`config.mk`:
```
export PLATFORM = sky130hd
export DESIGN_NAME = pmwk_regs
export DESIGN_NICKNAME = d
export VERILOG_FILES = /design/src/pmwk_pkg.sv /design/src/pmwk_tick.sv /design/src/pmwk_regs.sv
export SDC_FILE = /design/constraint.sdc
export NUM_CORES = 1
export LEC_CHECK = 0
export BUFFER_PORTS_ARGS = -buffer_cell sky130_fd_sc_hd__buf_2
export CAP_MARGIN = 20
export CORE_UTILIZATION = 30
export CTS_CLUSTER_DIAMETER = 80
export DETAILED_ROUTE_END_ITERATION = 16
export SLEW_MARGIN = 20
export SYNTH_ARGS = -nofsm -noshare
export SYNTH_HDL_FRONTEND = slang
export SYNTH_HIERARCHICAL = 1
export SYNTH_SLANG_ARGS = --single-unit
```
`constraint.sdc`:
```
create_clock -name sys_clk -period 4.5 [get_ports sys_clk]
set_clock_uncertainty 0.2 [all_clocks]
set_input_delay 0.9 -clock sys_clk [delete_from_list [all_inputs] [get_ports sys_clk]]
set_output_delay 0.9 -clock sys_clk [all_outputs]
set_load 0.02 [all_outputs]
```
`src/pmwk_pkg.sv`:
```
// shared constants, carriers and decoders for the wakeup/charger/key register slice
package pmwk_pkg;

  localparam logic [7:0] OFS_WAKE = 8'h31;
  localparam logic [7:0] OFS_LED = 8'h32;
  localparam logic [7:0] OFS_CHG1 = 8'h33;
  localparam logic [7:0] OFS_CHG2 = 8'h34;
  localparam logic [7:0] OFS_CHG3 = 8'h35;
  localparam logic [7:0] OFS_KEY = 8'h36;

  localparam logic [7:0] RST_WAKE = 8'h03;
  localparam logic [7:0] RST_LED = 8'h43;
  localparam logic [7:0] RST_CHG1 = 8'hc5;
  localparam logic [7:0] RST_CHG2 = 8'h45;
  localparam logic [7:0] RST_CHG3 = 8'h18;
  localparam logic [7:0] RST_KEY = 8'h59;

  // writable bits; reserved bits are never stored and read as zero
  localparam logic [7:0] MSK_WAKE = 8'hbf;
  localparam logic [7:0] MSK_LED = 8'h7f;
  localparam logic [7:0] MSK_CHG1 = 8'hff;
  localparam logic [7:0] MSK_CHG2 = 8'hf7;
  localparam logic [7:0] MSK_CHG3 = 8'hf8;
  localparam logic [7:0] MSK_KEY = 8'hff;

  localparam int B_PG_HOLD = 7;
  localparam int B_SWWAKE = 5;
  localparam int B_WAKE_IRQ = 4;
  localparam int B_WAKE_EN = 3;
  localparam int B_BAT_DET = 6;
  localparam int B_LED_SRC = 3;
  localparam int B_CHG_EN = 7;
  localparam int B_CHG_END = 4;
  localparam int B_KEEP_ON = 5;
  localparam int B_LED_TYPE = 4;
  localparam int B_TEMP_LOOP = 3;
  localparam int B_KEY_OFF_EN = 3;
  localparam int B_AUTO_ON = 2;

  localparam int unsigned CLK_PERIOD_NS = 8;
  localparam int unsigned TICK_PERIOD_NS = 1000000;
  localparam int unsigned TICK_DEF_CYCLES = TICK_PERIOD_NS / CLK_PERIOD_NS;

  localparam logic [6:0] WAKE_PERIOD_MS = 7'h40;
  localparam logic [6:0] PG_DELAY_BASE_MS = 7'h08;
  localparam logic [10:0] LED_SLOW_PERIOD_MS = 11'h7d0;
  localparam logic [10:0] LED_SLOW_LOW_MS = 11'h1f4;
  localparam logic [10:0] LED_FAST_PERIOD_MS = 11'h1f4;
  localparam logic [10:0] LED_FAST_LOW_MS = 11'h07d;
  localparam logic [13:0] KEY_MAX_MS = 14'h3fff;
  localparam logic [13:0] KEY_ON_SHORT_MS = 14'h0080;
  localparam logic [13:0] KEY_ON_STEP_MS = 14'h03e8;
  localparam logic [13:0] KEY_IRQ_BASE_MS = 14'h03e8;
  localparam logic [13:0] KEY_IRQ_STEP_MS = 14'h01f4;
  localparam logic [13:0] KEY_OFF_BASE_MS = 14'h0fa0;
  localparam logic [13:0] KEY_OFF_STEP_MS = 14'h07d0;
  localparam logic [11:0] SHDN_BASE_MV = 12'h0a28;
  localparam logic [11:0] SHDN_STEP_MV = 12'h064;
  localparam logic [11:0] CHG_CUR_STEP_MA = 12'h0c8;
  localparam logic [3:0] CHG_CUR_TOP_CODE = 4'hd;

  typedef struct packed {
    logic [7:0] addr;
    logic [7:0] wdata;
    logic wr;
    logic rd;
  } pmwk_bus_s;

  typedef struct packed {
    logic chg_enable;
    logic chg_out_on;
    logic chg_done;
    logic end_20pct;
    logic bat_detect_en;
    logic temp_loop_en;
    logic led_type_b;
    logic [1:0] pre_timer;
    logic [1:0] fast_timer;
    logic [2:0] shutdown_voltage_threshold;
    logic [11:0] shutdown_mv;
    logic [12:0] vtarget_mv;
    logic [11:0] programmed_charge_current;
    logic [11:0] ilim_ma;
  } pmwk_cfg_s;

  typedef struct packed {
    logic [7:0] r31, r32, r33, r34, r35, r36;
    logic [7:0] rdata;
    logic vbus_d;
    logic [6:0] wake_ms;
    logic [6:0] pg_ms;
    logic pg_ok;
    logic [10:0] led_ms;
    logic [13:0] key_ms;
    logic restart_pend;
    logic irq_pin;
    logic rails_wake;
    logic pg_out;
    logic led_o;
    logic led_oe;
    logic key_on;
    logic key_irq;
    logic key_off;
    logic key_restart;
    pmwk_cfg_s cfg;
  } pmwk_state_s;

  typedef struct packed {
    logic [16:0] cnt;
    logic tick;
  } pmwk_tick_s;

  function automatic logic [12:0] pmwk_vtarget_mv(input logic [1:0] c);
    case (c)
      2'b00: return 13'h1004;
      2'b01: return 13'h1036;
      2'b10: return 13'h1068;
      default: return 13'h10fe;
    endcase
  endfunction

  function automatic logic [11:0] pmwk_ilim_ma(input logic [3:0] c);
    case (c)
      4'h0: return 12'h064;
      4'h1: return 12'h1f4;
      4'h2: return 12'h384;
      4'h3: return 12'h5dc;
      4'h4: return 12'h7d0;
      4'h5: return 12'h9c4;
      4'h6: return 12'hbb8;
      4'h7: return 12'hdac;
      default: return 12'hfa0;
    endcase
  endfunction

endpackage

```
`src/pmwk_tick.sv`:
```
// one millisecond timebase enable for the register slice
`timescale 1ns/10ps
module pmwk_tick
  import pmwk_pkg::*;
#(
  parameter int unsigned CYCLES = TICK_DEF_CYCLES
) (
  input wire logic sys_clk,
  input wire logic reset_n,
  output logic tick
);

  pmwk_tick_s st;
  pmwk_tick_s next_st;

  always_comb begin
    next_st.tick = (st.cnt == 17'(CYCLES - 1));
    next_st.cnt = next_st.tick ? 17'h0_0000 : 17'(st.cnt + 17'h0_0001);
  end

  always_ff @(posedge sys_clk or negedge reset_n) begin
    if (!reset_n) begin
      st <= '0;
    end else begin
      st <= next_st;
    end
  end

  assign tick = st.tick;

endmodule

```
`src/pmwk_regs.sv`:
```
// wakeup, indicator, charger and power key register slice
//
// Added by the designer: the address-and-strobe port.
`timescale 1ns/10ps
module pmwk_regs
  import pmwk_pkg::*;
#(
  parameter int unsigned TICK_CYCLES = TICK_DEF_CYCLES
) (
  input wire logic sys_clk,
  input wire logic reset_n,
  input wire logic sys_reset,
  input wire pmwk_bus_s bus,
  output logic [7:0] rdata,
  input wire logic vbus_present,
  input wire logic irq_in,
  input wire logic rails_good,
  input wire logic power_key_input_n,
  input wire logic [1:0] chg_led_code_a,
  input wire logic [1:0] chg_led_code_b,
  input wire logic charging,
  input wire logic [11:0] actual_charge_current,
  output logic irq_pin,
  output logic rails_wake,
  output logic power_good_output,
  output logic charge_indicator_pin_o,
  output logic charge_indicator_pin_oe,
  output logic key_on_event,
  output logic key_irq,
  output logic key_shutdown,
  output logic key_restart,
  output pmwk_cfg_s cfg
);

  pmwk_state_s st;
  pmwk_state_s next_st;
  logic tick;
  logic wake_go;
  logic [1:0] led_code;
  logic [10:0] led_period;
  logic [10:0] led_low;
  logic [6:0] pg_delay;
  logic [13:0] key_next;
  logic [13:0] on_ms;
  logic [13:0] irq_ms;
  logic [13:0] off_ms;
  logic [3:0] cur_code;
  logic [15:0] act_scaled;

  pmwk_tick #(
    .CYCLES(TICK_CYCLES)
  ) u_tick (
    .sys_clk(sys_clk),
    .reset_n(reset_n),
    .tick(tick)
  );

  always_comb begin
    next_st = st;
    next_st.rdata = 8'h00;
    next_st.vbus_d = vbus_present;
    next_st.key_on = 1'b0;
    next_st.key_irq = 1'b0;
    next_st.key_off = 1'b0;
    next_st.key_restart = 1'b0;
    next_st.led_o = 1'b0;

    next_st.r31[B_SWWAKE] = 1'b0;

    if (bus.wr) begin
      case (bus.addr)
        OFS_WAKE: next_st.r31 = bus.wdata & MSK_WAKE;
        OFS_LED: next_st.r32 = bus.wdata & MSK_LED;
        OFS_CHG1: next_st.r33 = bus.wdata & MSK_CHG1;
        OFS_CHG2: next_st.r34 = bus.wdata & MSK_CHG2;
        OFS_CHG3: next_st.r35 = bus.wdata & MSK_CHG3;
        OFS_KEY: next_st.r36 = bus.wdata & MSK_KEY;
        default: ;
      endcase
    end
    if (bus.rd) begin
      case (bus.addr)
        OFS_WAKE: next_st.rdata = st.r31;
        OFS_LED: next_st.rdata = st.r32;
        OFS_CHG1: next_st.rdata = st.r33;
        OFS_CHG2: next_st.rdata = st.r34;
        OFS_CHG3: next_st.rdata = st.r35;
        OFS_KEY: next_st.rdata = st.r36;
        default: next_st.rdata = 8'h00;
      endcase
    end

    if (sys_reset) begin
      next_st.r31[B_WAKE_EN] = RST_WAKE[B_WAKE_EN];
      next_st.r33[B_CHG_EN] = RST_CHG1[B_CHG_EN];
      next_st.r36[B_KEY_OFF_EN] = RST_KEY[B_KEY_OFF_EN];
    end
    // falling VBUS restores the bus current limit
    if (st.vbus_d && !vbus_present) begin
      next_st.r35[7:4] = RST_CHG3[7:4];
    end

    // wake by software bit or unmasked interrupt
    wake_go = st.r31[B_WAKE_EN] &&
              (st.r31[B_SWWAKE] || (irq_in && !st.r31[B_WAKE_IRQ]));
    if (wake_go) begin
      next_st.wake_ms = WAKE_PERIOD_MS;
    end else if (tick && st.wake_ms != 7'h00) begin
      next_st.wake_ms = st.wake_ms - 7'h01;
    end
    next_st.rails_wake = (next_st.wake_ms != 7'h00);
    // pin masked while interrupts are routed to wakeup
    next_st.irq_pin = irq_in && !(st.r31[B_WAKE_EN] && !st.r31[B_WAKE_IRQ]);

    pg_delay = PG_DELAY_BASE_MS << st.r32[1:0];
    if (!rails_good) begin
      next_st.pg_ms = 7'h00;
      next_st.pg_ok = 1'b0;
    end else if (tick && !st.pg_ok) begin
      next_st.pg_ms = st.pg_ms + 7'h01;
      next_st.pg_ok = (next_st.pg_ms >= pg_delay);
    end
    // hold power-good low during the wake period
    next_st.pg_out = next_st.pg_ok &&
                     !(next_st.rails_wake && next_st.r31[B_PG_HOLD]);

    if (st.r32[B_LED_SRC]) begin
      led_code = st.r34[B_LED_TYPE] ? chg_led_code_b : chg_led_code_a;
    end else begin
      led_code = st.r32[5:4];
    end
    // blink at 25 percent low time
    led_period = (led_code == 2'b01) ? LED_SLOW_PERIOD_MS : LED_FAST_PERIOD_MS;
    led_low = (led_code == 2'b01) ? LED_SLOW_LOW_MS : LED_FAST_LOW_MS;
    if (tick) begin
      if (st.led_ms >= led_period - 11'h001) begin
        next_st.led_ms = 11'h000;
      end else begin
        next_st.led_ms = st.led_ms + 11'h001;
      end
    end
    case (led_code)
      2'b00: next_st.led_oe = 1'b0;
      2'b11: next_st.led_oe = 1'b1;
      default: next_st.led_oe = (next_st.led_ms < led_low);
    endcase

    on_ms = (st.r36[7:6] == 2'b00) ? KEY_ON_SHORT_MS :
            14'(KEY_ON_STEP_MS * 14'(st.r36[7:6]));
    irq_ms = 14'(KEY_IRQ_BASE_MS + KEY_IRQ_STEP_MS * 14'(st.r36[5:4]));
    off_ms = 14'(KEY_OFF_BASE_MS + KEY_OFF_STEP_MS * 14'(st.r36[1:0]));
    key_next = st.key_ms + 14'h0001;
    if (power_key_input_n) begin
      next_st.key_ms = 14'h0000;
      // restart once the key is let go
      if (st.restart_pend) begin
        next_st.key_restart = 1'b1;
        next_st.restart_pend = 1'b0;
      end
    end else if (tick && st.key_ms != KEY_MAX_MS) begin
      next_st.key_ms = key_next;
      next_st.key_on = (key_next == on_ms);
      // key interrupt at the hold time
      next_st.key_irq = (key_next == irq_ms);
      // shutdown when held to the off time
      if (st.r36[B_KEY_OFF_EN] && key_next == off_ms) begin
        next_st.key_off = 1'b1;
        next_st.restart_pend = st.r36[B_AUTO_ON];
      end
    end

    next_st.cfg.shutdown_voltage_threshold = st.r31[2:0];
    next_st.cfg.shutdown_mv = 12'(SHDN_BASE_MV + SHDN_STEP_MV * 12'(st.r31[2:0]));
    next_st.cfg.vtarget_mv = pmwk_vtarget_mv(st.r33[6:5]);
    cur_code = (st.r33[3:0] > CHG_CUR_TOP_CODE) ? CHG_CUR_TOP_CODE : st.r33[3:0];
    next_st.cfg.programmed_charge_current =
      12'(CHG_CUR_STEP_MA * (12'(cur_code) + 12'h001));
    next_st.cfg.ilim_ma = pmwk_ilim_ma(st.r35[7:4]);
    next_st.cfg.bat_detect_en = st.r32[B_BAT_DET];
    next_st.cfg.pre_timer = st.r34[7:6];
    next_st.cfg.fast_timer = st.r34[1:0];
    next_st.cfg.temp_loop_en = st.r35[B_TEMP_LOOP];
    next_st.cfg.led_type_b = st.r34[B_LED_TYPE];
    next_st.cfg.end_20pct = st.r33[B_CHG_END];
    next_st.cfg.chg_enable = st.r33[B_CHG_EN];

    // end of charge below 10 or 20 percent
    act_scaled = st.r33[B_CHG_END] ? 16'(actual_charge_current * 16'h0005) :
                 16'(actual_charge_current * 16'h000a);
    if (!st.r33[B_CHG_EN] || !charging) begin
      next_st.cfg.chg_done = 1'b0;
    end else if (act_scaled < 16'(st.cfg.programmed_charge_current)) begin
      next_st.cfg.chg_done = 1'b1;
    end
    // charger output after end of charge
    next_st.cfg.chg_out_on = next_st.cfg.chg_enable &&
                             !(next_st.cfg.chg_done && !st.r34[B_KEEP_ON]);
  end

  always_ff @(posedge sys_clk or negedge reset_n) begin
    if (!reset_n) begin
      st <= '0;
      st.r31 <= RST_WAKE;
      st.r32 <= RST_LED;
      st.r33 <= RST_CHG1;
      st.r34 <= RST_CHG2;
      st.r35 <= RST_CHG3;
      st.r36 <= RST_KEY;
      st.vbus_d <= 1'b0;
    end else begin
      st <= next_st;
    end
  end

  assign rdata = st.rdata;
  assign irq_pin = st.irq_pin;
  assign rails_wake = st.rails_wake;
  assign power_good_output = st.pg_out;
  assign charge_indicator_pin_o = st.led_o;
  assign charge_indicator_pin_oe = st.led_oe;
  assign key_on_event = st.key_on;
  assign key_irq = st.key_irq;
  assign key_shutdown = st.key_off;
  assign key_restart = st.key_restart;
  assign cfg = st.cfg;
endmodule

```
# Yosys cells after proc, flatten, opt, wreduce, memory -nomap -nowiden

Memories as Yosys holds them, arrays and structs flattened.
Index checks and enable logic that the tools add are counted.

Bits in registers: 178
ROM bits: 80
Input port bits: 42
Output and inout bits: 80
Word-level logic and storage cells: 171
Memories kept: 1

Add/subtract/negate cells: 10
$mul: 7
Magnitude comparators: 5
Eq/ne operators: 16
Shift operators: 1
Muxes and demuxes: 40
Reductions and logical operators: 48

Memories:

| memory           | depth | bits a word | read ports | clocked after Yosys merged registers in | write ports | line            | text |
|---|---|---|---|---|---|---|---|
| (name not given) | 8     | 10          | 1          | 0                                       | 0           | pmwk_pkg.sv:123 | `case (c)` |

Operator list:

| operator                                             | number |
|---|---|
| 2-to-1 mux 8 bit                                     | 8 |
| equality test 8 x 6 -> 1 bit (second input constant) | 6 |
| 2-to-1 mux 48 bit                                    | 1 |
| one-hot mux 8 bit (6 select lines)                   | 1 |
| 2-to-1 mux 11 bit                                    | 3 |
| multiplier 12 x 3 -> 15 bit (second input constant)  | 2 |
| 2-to-1 mux 15 bit                                    | 2 |
| equality test 14 x 12 -> 1 bit                       | 2 |
| multiplier 7 x 2 -> 9 bit (first input constant)     | 3 |
| 2-to-1 mux 12 bit                                    | 2 |
| one-hot mux 8 bit (3 select lines)                   | 1 |
| AND reduction 2 bit                                  | 11 |
| 2-to-1 mux 7 bit                                     | 3 |
| adder 17 x 1 -> 17 bit (second input constant)       | 1 |
| equality test 17 bit (second input constant)         | 1 |
| 2-to-1 mux 17 bit                                    | 1 |
| < comparator 16 x 12 -> 1 bit                        | 1 |
| 2-to-1 mux 16 bit                                    | 1 |
| nonzero test 2 bit                                   | 8 |
| adder 12 x 13 -> 14 bit (first input constant)       | 1 |
| adder 14 x 1 -> 14 bit (second input constant)       | 1 |
| equality test 14 bit                                 | 1 |
| != test 14 bit (second input constant)               | 1 |
| nonzero test 7 bit                                   | 2 |
| 27 further kinds                                     | 63 |

# Depth between registers and ports, before layout

Gate-level depths: netlist of run 1.

Word-level depth: 10
Mapped depth: 16
Depth with buffers taken out: 16

# By module

Netlist of run 1, hierarchy kept.

By module, submodules not included:

| module    | instances | cells an instance | area an instance (sq um) | seq. area each (sq um) |
|---|---|---|---|---|
| pmwk_regs | 1         | 920               | 9,330.2                  | 3,676.0 |
| pmwk_tick | 1         | 77                | 858.3                    | 450.4 |

# Worst setup path after synthesis of run 1

Ideal clock, no wire load.

Kind: input port to flip-flop
Start: input actual_charge_current[1]
End: register st, in the netlist cfg[61]
Library setup time: 0.119 ns
Data arrival time: 4.135 ns
Data required time: 4.181 ns
Setup slack: 0.046 ns
Stages on the path: 16
Path through: ha_1 > ha_1 > fa_1 > a211oi_1 > o21bai_1 > a2bb2oi_1 > xor2_1 > nor2_1 > a21oi_1 > ha_1 > and3_1 > a311oi_1 > nand3_1 > a221o_1 > a2111o_1 > o21a_1

RTL lines:

| what                   | line             | text |
|---|---|---|
| start: declaration     | pmwk_regs.sv:22  | `input wire logic [11:0] actual_charge_current,` |
| end signal: assignment | pmwk_regs.sv:211 | `st <= next_st;` |
| end: declaration       | pmwk_regs.sv:35  | `pmwk_state_s st;` |

==> impl_metrics.yaml, run 1 <==
die:
  die_h_um: 186
  placementRows: 67
  chipWidth_um: 186
  ios: 122
  initial_utilization_pct: 30.5
  core_um2: 33400
  dieArea_um2: 34700
placed_design:
  hpwlAfterDp_um: 17300
  gp_congestion: 0.912
  numPortBuffers: 108
setup_path:
  path_class: "input port to flop"
  slowest_stage: "fa_1"
  setup.worst_path.start_class: "input port"
  worstPathArrival_ns: 4.45
  crit_buf_inv: 1
  critPathMaxFanout: 3
  endpoint_kind: "flop"
  critPathRequiredTime_ns: 4.63
  cp_cell_sequence: "buf_2 -> ha_1 -> ha_1 -> fa_1 -> a211oi_2 -> o21bai_1 -> a2bb2oi_1 -> xor2_1 -> nor2_1 -> a21oi_1 -> ha_1 -> and3_1 -> a311oi_1 -> nand3_1 -> a221o_1 -> a2111o_1 -> o21a_1"
  cpPeakStageDelay_ns: 0.42
  path_common_cell: "ha_1"
  crit_family: "compound AO/OA/AOI/OAI gates"
worst_hold_path:
  hp-class: "flop to flop"
run_status:
  status: "complete, no violations"
yosys:
  ys_ff_latch: 164
  syn_inst: 997
  seq_area_frac_synth_pct: 40.5
  synth_area_leaders: "dfrtp_1 (36%), ha_1 (11%), buf_4 (5.4%)"
  syn_avg_cell_area_um2: 10.2
  synth.distinct_cells: 85
  yosys.cell_count.top_type: "dfrtp_1"
  synth_ff_type: "dfrtp_1"
  synthMuxAreaShare_pct: 4.92
  yosysTopAreaCell: "dfrtp_1"
  yosysWarnings: 6
  synth_compound_area_share_pct: 11.6
  synthTopCellsByCount: "dfrtp_1 (146), ha_1 (87), nor2_1 (78)"
  yosysTopAreaCellShare_pct: 35.9
  synth_top_family_by_area: "simple AND/OR/NAND/NOR gates"
  synthArstFlopShare_pct: 100
  synth-simple-area-share_pct: 16.1
  synth_xor_area_share_pct: 7.44
  synth_fa_ha_area_share_pct: 11.1
  synth_area_um2: 10200
  synth-edff-count: 0
clock_tree:
  clockBufferDepth: 2
  tritoncts: "done"
  cts_buffers: 17
  htreeDepth: 4
  numClockSinks: 164
  clkTransAtPathRegs_ns: 0.07
  root_buffer: "clkbuf_16"
  clkLatencyLatePin_ns: 0.44
  cts_setup_buffers: 0
timing:
  tns_ns: 0
  fin_hold_ws_ns: 0.213
  slew_headroom_pct: 43.2
  finalCriticalPeriod_ns: 4.32
  fin_crit_sh_pct: 96.0
  setup_violations: 0
  finalMaxSlewViolations: 0
  worst_slew_pin_slew_ns: 0.852
  hold_viol: 0
  fmax_mhz: 232
global_routing:
  grt_pass1_vias: 7042
  grt_pass1_wl_um: 36600
  grt_max_degree: 91
  grt_overflow: 0
  groute.usage.overall_pct: 13.5
  antenna_found_initial: 0
routing:
  first_iter_violations: 508
  wl_um: 22600
  wl_met2_um: 11100
  wl_met1_um: 10400
  vias: 7213
  wl_per_cell_um: 15.0
  route.met3.wl_um: 901
  dr.pass1.iters: 5
  ant_nets: 0
  drc_errors: 0
  vias_per_cell: 4.77
  top_layer_used: "met4"
layout:
  regArea_um2: 4130
  syn_to_final_growth_pct: 11.7
  fin_nets: 1183
  multi_input_area_um2: 5280
  fillers: 3389
  antenna_cells_inserted: 0
  drive_above_1_share_pct: 22.9
power_and_ir_drop:
  power_density_nw_per_um2: 300
  power_mw: 3.42
  irDropWorstVdd_mv: 0.251
  p_leak_nw: 5.27
job:
  max_cap_viol_count: 0
-- metrics by stage --
| step | setup slack [ns] | util, % | instance area [um2] | instances |
|---|---|---|---|---|
| floorplan | 0.0462 | - | 10200 | 1009 |
| global placement | -0.179 | 32.3 | 10800 | 1481 |
| detailed placement | -0.257 | 32.3 | 10800 | 1481 |
| CTS | 0.199 | 34.0 | 11400 | 1513 |
| global route | -0.0168 | 34.0 | 11400 | 1513 |
| finish | 0.180 | 34.0 | 11400 | 1513 |
-- where the power goes --
part	switching, mW	internal [mW]	leakage (nW)
Clock	0.679	0.740	0.283
Combinational	0.264	0.182	2.95
Sequential	0.0351	1.52	2.04
-- cells by family after synthesis --
group / after synthesis
simple gates: 295
compound gates: 173
flops: 164
buf+inv: 144
fa+ha+maj: 89
xor+xnor: 85
mux: 45
other cells: 2
-- placed cells by master (no fill, tap or decap), types with 10 or more instances in the layout --
cell type	synthesis	routed
a22oi_1	11	11
xor2_1	33	33
and3_1	16	16
nor2_1	78	78
xnor2_1	51	51
mux2_2	37	37
nand2_1	58	58
a21oi_1	41	41
nand2b_1	13	13
o21ai_0	31	31
buf_2	10	107
nand3_1	25	25
nand4_1	16	16
dfrtp_1	146	146
conb_1	2	14
nor4_1	10	10
nor3_1	14	14
buf_4	73	14
dfstp_2	18	18
clkbuf_16	0	17
inv_1	45	45
a21o_1	10	10
ha_1	87	87
-- routing by layer --
layer  global-route usage, %  up-vias
li1                        -     3550
met1                    17.1     3475
met2                    23.0      163
met3                    2.86       25
met4                    4.26        0
met5                       0        -
-- registers in the layout, summed over array words and instances (netlist names), 8 cells and up --
signal,flops
rdata,8
u_tick/st,17
next_st,12
cfg,46
st,72
-- area by class of cell --
cell class	instances	area share (%)
clock buffers	17	3.74
clock inverters	15	1.33
flip-flops and latches	164	36.3
inverters	45	1.48
well taps	448	4.92
multi-input cells	701	46.4
repair buffers	123	5.90
-- worst paths after layout --
path	from	to	slack, ns	cells after the start
max in group asynchronous	reset_n	next_st[50]	2.77	2
worst min register to register	next_st[55]	cfg[55]	0.21	0
worst max-delay path	actual_charge_current[1]	cfg[61]	0.18	17
worst max register to register	next_st[56]	charge_indicator_pin_oe	0.61	13
worst min-delay path	next_st[55]	cfg[55]	0.21	0
min in group asynchronous	reset_n	st[92]	0.31	1
-- what timing repair did --
action | 4_1_cts | 5_1_grt
setup endpoints to repair | 0 | 2
hold buffers | 0 | 0
resized for setup | 0 | 1
No activity file was read; power rests on OpenSTA's default activity.
==> run 2, diff against run 1 <==
ABC_AREA = 1   (was unset)
==> run 2 against run 1 <==
  * Via count rose by 11%
  * Global-route usage rose by 1.1 points
  * Total power rose by 3.0%
  * Synthesized cell count rose by 26%
  * Critical path depth rose by 9
  * Worst hold slack improved by 0.0045 ns
  * Final cell count rose by 17%
  * Final area fell by 1.2%
  * Maximum frequency rose by 13%
  * Register-to-register slack improved by 0.05 ns
  * Non-clock buffer count fell by 12
  * Highest routed layer unchanged
==> impl_metrics.yaml, run 2 <==
die:
  die_h_um: 186
  initial_utilization_pct: 30.8
  dieArea_um2: 34500
  placementRows: 66
  ios: 122
  core_um2: 32900
  chipWidth_um: 186
global_routing:
  grt_overflow: 0
  groute.usage.overall_pct: 14.7
  grt_max_degree: 75
  grt_pass1_vias: 7554
  grt_pass1_wl_um: 39200
  antenna_found_initial: 4
timing:
  finalCriticalPeriod_ns: 3.84
  setup_violations: 0
  fmax_mhz: 261
  worst_slew_pin_slew_ns: 0.778
  final.setup.worst_slack_ns: 0.663
  slew_headroom_pct: 47.5
  finalMaxSlewViolations: 0
  tns_ns: 0
  grt_setup_unrepaired: "false"
  hold_viol: 0
  fin_crit_sh_pct: 85.3
  fin_hold_ws_ns: 0.218
yosys:
  synth_area_leaders: "dfrtp_1 (36%), ha_1 (11%), nand2_1 (9.7%)"
  syn_inst: 1252
  yosysTopAreaCell: "dfrtp_1"
  yosys.cell_count.top_type: "nand2_1"
  yosysTopAreaCellShare_pct: 36.1
  synth_area_um2: 10100
  seq_area_frac_synth_pct: 40.8
  synthArstFlopShare_pct: 100
  synth_ff_type: "dfrtp_1"
  yosysWarnings: 6
  synth-edff-count: 0
  synth.distinct_cells: 51
  synthTopCellsByCount: "nand2_1 (262), inv_1 (188), dfrtp_1 (146)"
  ys_ff_latch: 164
  syn_avg_cell_area_um2: 8.08
clock_tree:
  htreeDepth: 4
  clkLatencyLatePin_ns: 0.43
  clkTransAtPathRegs_ns: 0.07
  root_buffer: "clkbuf_16"
  cts-resized-gates: 0
  cts_setup_buffers: 0
  tritoncts: "done"
  cts_buffers: 17
  clockBufferDepth: 2
  postCtsHoldBufs: 0
  numClockSinks: 164
routing:
  vias_per_cell: 4.52
  drc_errors: 0
  wl_per_cell_um: 13.7
  wl_um: 24300
  vias: 7994
  first_iter_violations: 533
  ant_nets: 0
  dr.pass1.iters: 5
setup_path:
  path_class: "flop to flop"
  critPathMaxFanout: 10
  worstPathArrival_ns: 4.01
  endpoint_kind: "flop"
  slowest_stage: "dfrtp_1"
  setup.worst_path.start_class: "flop"
  cpPeakStageDelay_ns: 0.44
  path_common_cell: "nand2_1"
  critPathRequiredTime_ns: 4.67
  ff2ff_path_depth: 26
layout:
  final_cell_mix: "nand2_1 (262), inv_1 (188), dfrtp_1 (146)"
  top_register: "st"
  drive_above_1_share_pct: 14.6
  syn_to_final_growth_pct: 11.1
  largest_reg_flops: 72
  final_common_cell: "nand2_1"
  final_cells: 1769
  fin_nets: 1441
power_and_ir_drop:
  power_density_nw_per_um2: 313
  p_leak_nw: 5.83
  irDropWorstVdd_mv: 0.249
  power_mw: 3.52
worst_hold_path:
  hp-class: "flop to flop"
  hold_depth: 0
placed_design:
  gp_congestion: 0.906
  post-place-ws_ns: 0.248
  hpwlAfterDp_um: 19200
  post-place-cells: 1733
  numPortBuffers: 108
job:
  max_cap_viol_count: 0
run_status:
  status: "complete, no violations"
## run 2: changes by cell type after synthesis, moves of 22 or more
cell	before	now
nand2_1	58	262
inv_1	45	188
nand3_1	25	71
o21ai_0	31	73
xnor2_1	51	10
mux2_2	37	0
nor2_1	78	113
o22ai_1	1	23
## run 2: per-stage QoR
| step | util (%) | instance area (um2) |
|---|---|---|
| detailed placement | 32.5 | 10700 |
| global placement | 32.5 | 10700 |
| floorplan | - | 10200 |
| CTS | 34.2 | 11200 |
| finish | 34.2 | 11200 |
| global route | 34.2 | 11200 |
## run 2: final cells by class
type                            count  area [um2]
Antenna cell                        4        10.0
Clock buffer                       19         443
Clock inverter                     13         101
Fill cell                        3469       21600
Inverter                          191         717
Multi-Input combinational cell    825        4730
Sequential cell                   164        4130
Tap cell                          442         553
Timing Repair Buffer              111         569
## run 2: power breakdown
part | leakage (nW) | switching [mW] | internal [mW]
clock | 0.256 | 0.632 | 0.726
sequential | 2.02 | 0.0454 | 1.54
combinational | 3.55 | 0.367 | 0.208
total | 5.83 | 1.04 | 2.48
## run 2: kinds of logic (layout without fill, tap and decap cells)
kind of cell | count (synthesis) | after routing | synth area share (%)
muxes | 1 | 1 | 0.0989
xor gates and xnor gates | 43 | 43 | 3.72
buffers and inverters | 275 | 334 | 13.0
adders and majority gates | 89 | 89 | 11.2
DFF | 164 | 164 | 40.8
AOI/OAI and AO/OA | 164 | 164 | 9.12
other | 2 | 18 | 0.0742
and+or+nand+nor | 514 | 514 | 22.1
## run 2: final timing paths
path                                   from                       to  slack, ns
min in group asynchronous           reset_n             u_tick/st[1]       0.26
worst min register to register  next_st[52]                  cfg[52]       0.22
worst max register to register  next_st[56]  charge_indicator_pin_oe       0.66
max in group asynchronous           reset_n              next_st[54]       2.80
worst min-delay path            next_st[52]                  cfg[52]       0.22
worst max-delay path            next_st[56]  charge_indicator_pin_oe       0.66
## run 2: worst max-delay path, delay by kind of cell, from the launching register on
kind / cells / cell delay [ns]
AND/OR/NAND/NOR: 12 / 0.95
buffers and inverters: 8 / 1.03
AO/OA/AOI/OAI: 3 / 0.35
adder cells (fa/ha/maj): 3 / 0.82
flip-flops: 1 / 0.44
## run 2: per-layer routing
layer | routed length (um) | GRT usage, %
met1 | 11600 | 19.9
met2 | 11300 | 23.7
met3 | 1130 | 2.41
met4 | 259 | 4.59
met5 | 0 | 0
==> run 3, diff against run 2 <==
CORE_UTILIZATION = 49   (was 30)
PLACE_DENSITY = 0.69   (was unset)
==> run 3 against run 2 <==
  * Flip-flop and latch count stayed put
  * First-iteration DRC count fell by 15%
  * Critical path depth increased by 1
  * Combinational power is essentially flat
  * Final area shrank 1.2%
  * Setup slack worse by 0.011 ns
  * Critical path type is now input port to flop
==> impl_metrics.yaml, run 3 (synthesis gave the netlist of run 2 again) <==
run_status:
  status: "complete, no violations"
layout:
  largest_reg_flops: 72
  final_cells: 1596
  final_common_cell: "nand2_1"
  fillers: 1884
  drive_above_1_share_pct: 14.3
  top_register: "st"
  design_area_um2: 11100
  syn_to_final_growth_pct: 9.78
  fin_nets: 1440
  final_cell_mix: "nand2_1 (262), inv_1 (188), dfrtp_1 (146)"
clock_tree:
  htreeDepth: 4
  numClockSinks: 164
  clkLatencyLatePin_ns: 0.43
  clockBufferDepth: 2
  clkTransAtPathRegs_ns: 0.07
  tritoncts: "done"
  cts_buffers: 17
  root_buffer: "clkbuf_16"
  cts_setup_buffers: 0
  postCtsHoldBufs: 0
  cts-resized-gates: 0
timing:
  slew_headroom_pct: 37.9
  fin_crit_sh_pct: 85.5
  finalCriticalPeriod_ns: 3.85
  worst_slew_pin_slew_ns: 0.919
  finalMaxSlewViolations: 0
  fmax_mhz: 260
  hold_viol: 0
  setup_violations: 0
  grt_setup_unrepaired: "false"
  tns_ns: 0
power_and_ir_drop:
  swShare_pct: 27.5
  seq_power_share_pct: 42.7
  cellInternalPower_mw: 2.69
  power_density_nw_per_um2: 334
  irDropWorstVdd_mv: 0.236
  p_switching_mw: 1.02
  pwr-share-comb_pct: 15.6
  p_leak_nw: 5.86
  p_clk_share_pct: 41.7
setup_path:
  critPathRequiredTime_ns: 4.68
  critPathMaxFanout: 10
  worstPathArrival_ns: 4.03
  setup.worst_path.start_class: "input port"
  endpoint_kind: "flop"
  path_class: "input port to flop"
die:
  die_h_um: 146
  initial_utilization_pct: 50.0
  dieArea_um2: 21200
  core_um2: 20200
  chipWidth_um: 146
  placementRows: 52
  ios: 122
routing:
  vias: 8010
  wl_met2_um: 10400
  route.met3.wl_um: 1130
  wl_um: 22300
  ant_nets: 0
  dr.pass1.iters: 7
  vias_per_cell: 5.02
  wl_per_cell_um: 14.0
  drc_errors: 0
  first_iter_violations: 454
  wl_met1_um: 10200
  top_layer_used: "met5"
global_routing:
  grt_pass1_vias: 7715
  antenna_found_initial: 6
  grt_max_degree: 82
  groute.usage.overall_pct: 22.0
  grt_overflow: 0
  grt_pass1_wl_um: 37100
placed_design:
  hpwlAfterDp_um: 17100
  post-place-cells: 1560
  gp_congestion: 0.900
  dpl_cell_area_um2: 10500
  numPortBuffers: 108
worst_hold_path:
  hp-class: "flop to flop"
job:
  max_cap_viol_count: 0
[run 3: changes by cell type in the layout (fill, tap and decap cells not counted), sizes merged]
cell,delta
clkinvlp,-1
bufinv,+4
inv,-1
clkinv,-4
clkbuf,+2
buf,-1
[run 3: worst max-delay path: stages]
cell and delay [ns]:
buf_2 0.09, o21a_1 0.15, o21ai_0 0.06, o21ai_0 0.14
inv_1 0.10, ha_1 0.19, inv_1 0.19, ha_1 0.35
inv_1 0.06, nor2_1 0.05, nand2_1 0.05, nor2_1 0.04
nand3_1 0.06, nand2_1 0.06, inv_1 0.07, nand2_1 0.05
nand2_1 0.15, clkinv_1 0.25, nor3_1 0.28, ha_1 0.28
nand2_1 0.06, inv_1 0.04, nand2_1 0.07, inv_1 0.04
a21oi_1 0.11, nand2_1 0.06, nand2_1 0.05
[run 3: stage by stage]
stage                     hold slack, ns  power [mW]  util, %  setup slack (ns)
final                              0.213        3.71     54.9             0.652
after global routing               0.215        3.89     54.9             0.182
after CTS                          0.214        3.74     54.9             0.640
after detailed placement           0.203        2.19     51.8             0.238
after global placement             0.197        2.17     51.8             0.408
after floorplan                    0.152        2.06        -             0.678
[run 3: area by class of cell]
class	instances	area, um2	share of cell area (%)
flip-flops and latches	164	4130	37.1
clock inverters	11	176	1.59
inverters	191	717	6.45
clock buffers	21	440	3.96
well taps	270	338	3.04
multi-input cells	825	4730	42.5
repair buffers	110	574	5.17
diodes	4	10.0	0.0901
[run 3: routing by layer]
layer  GRT usage, %  vias up
li1               -     4038
met1           28.5     3740
met2           35.7      187
met3           4.83       39
met4           9.05        6
met5              0        -
[run 3: path summary, 6_finish.rpt]
kind                                    from                      end  slack (ns)  depth (start not counted)
min                              next_st[57]                  cfg[57]        0.21                          0
max reg2reg                      next_st[56]  charge_indicator_pin_oe        0.65                         26
min reg2reg                      next_st[57]                  cfg[57]        0.21                          0
min in group asynchronous            reset_n                   st[85]        0.30                          1
max in group asynchronous            reset_n                  st[154]        2.92                          2
max                        chg_led_code_a[1]  charge_indicator_pin_oe        0.65                         27
[run 3: power by group through the flow]
stage,logic [mW],clock network (mW),registers (mW)
global placement,0.558,0,1.61
detailed placement,0.578,0,1.61
floorplan,0.467,0,1.60
global route,0.662,1.63,1.59
finish,0.578,1.55,1.58
CTS,0.585,1.57,1.59
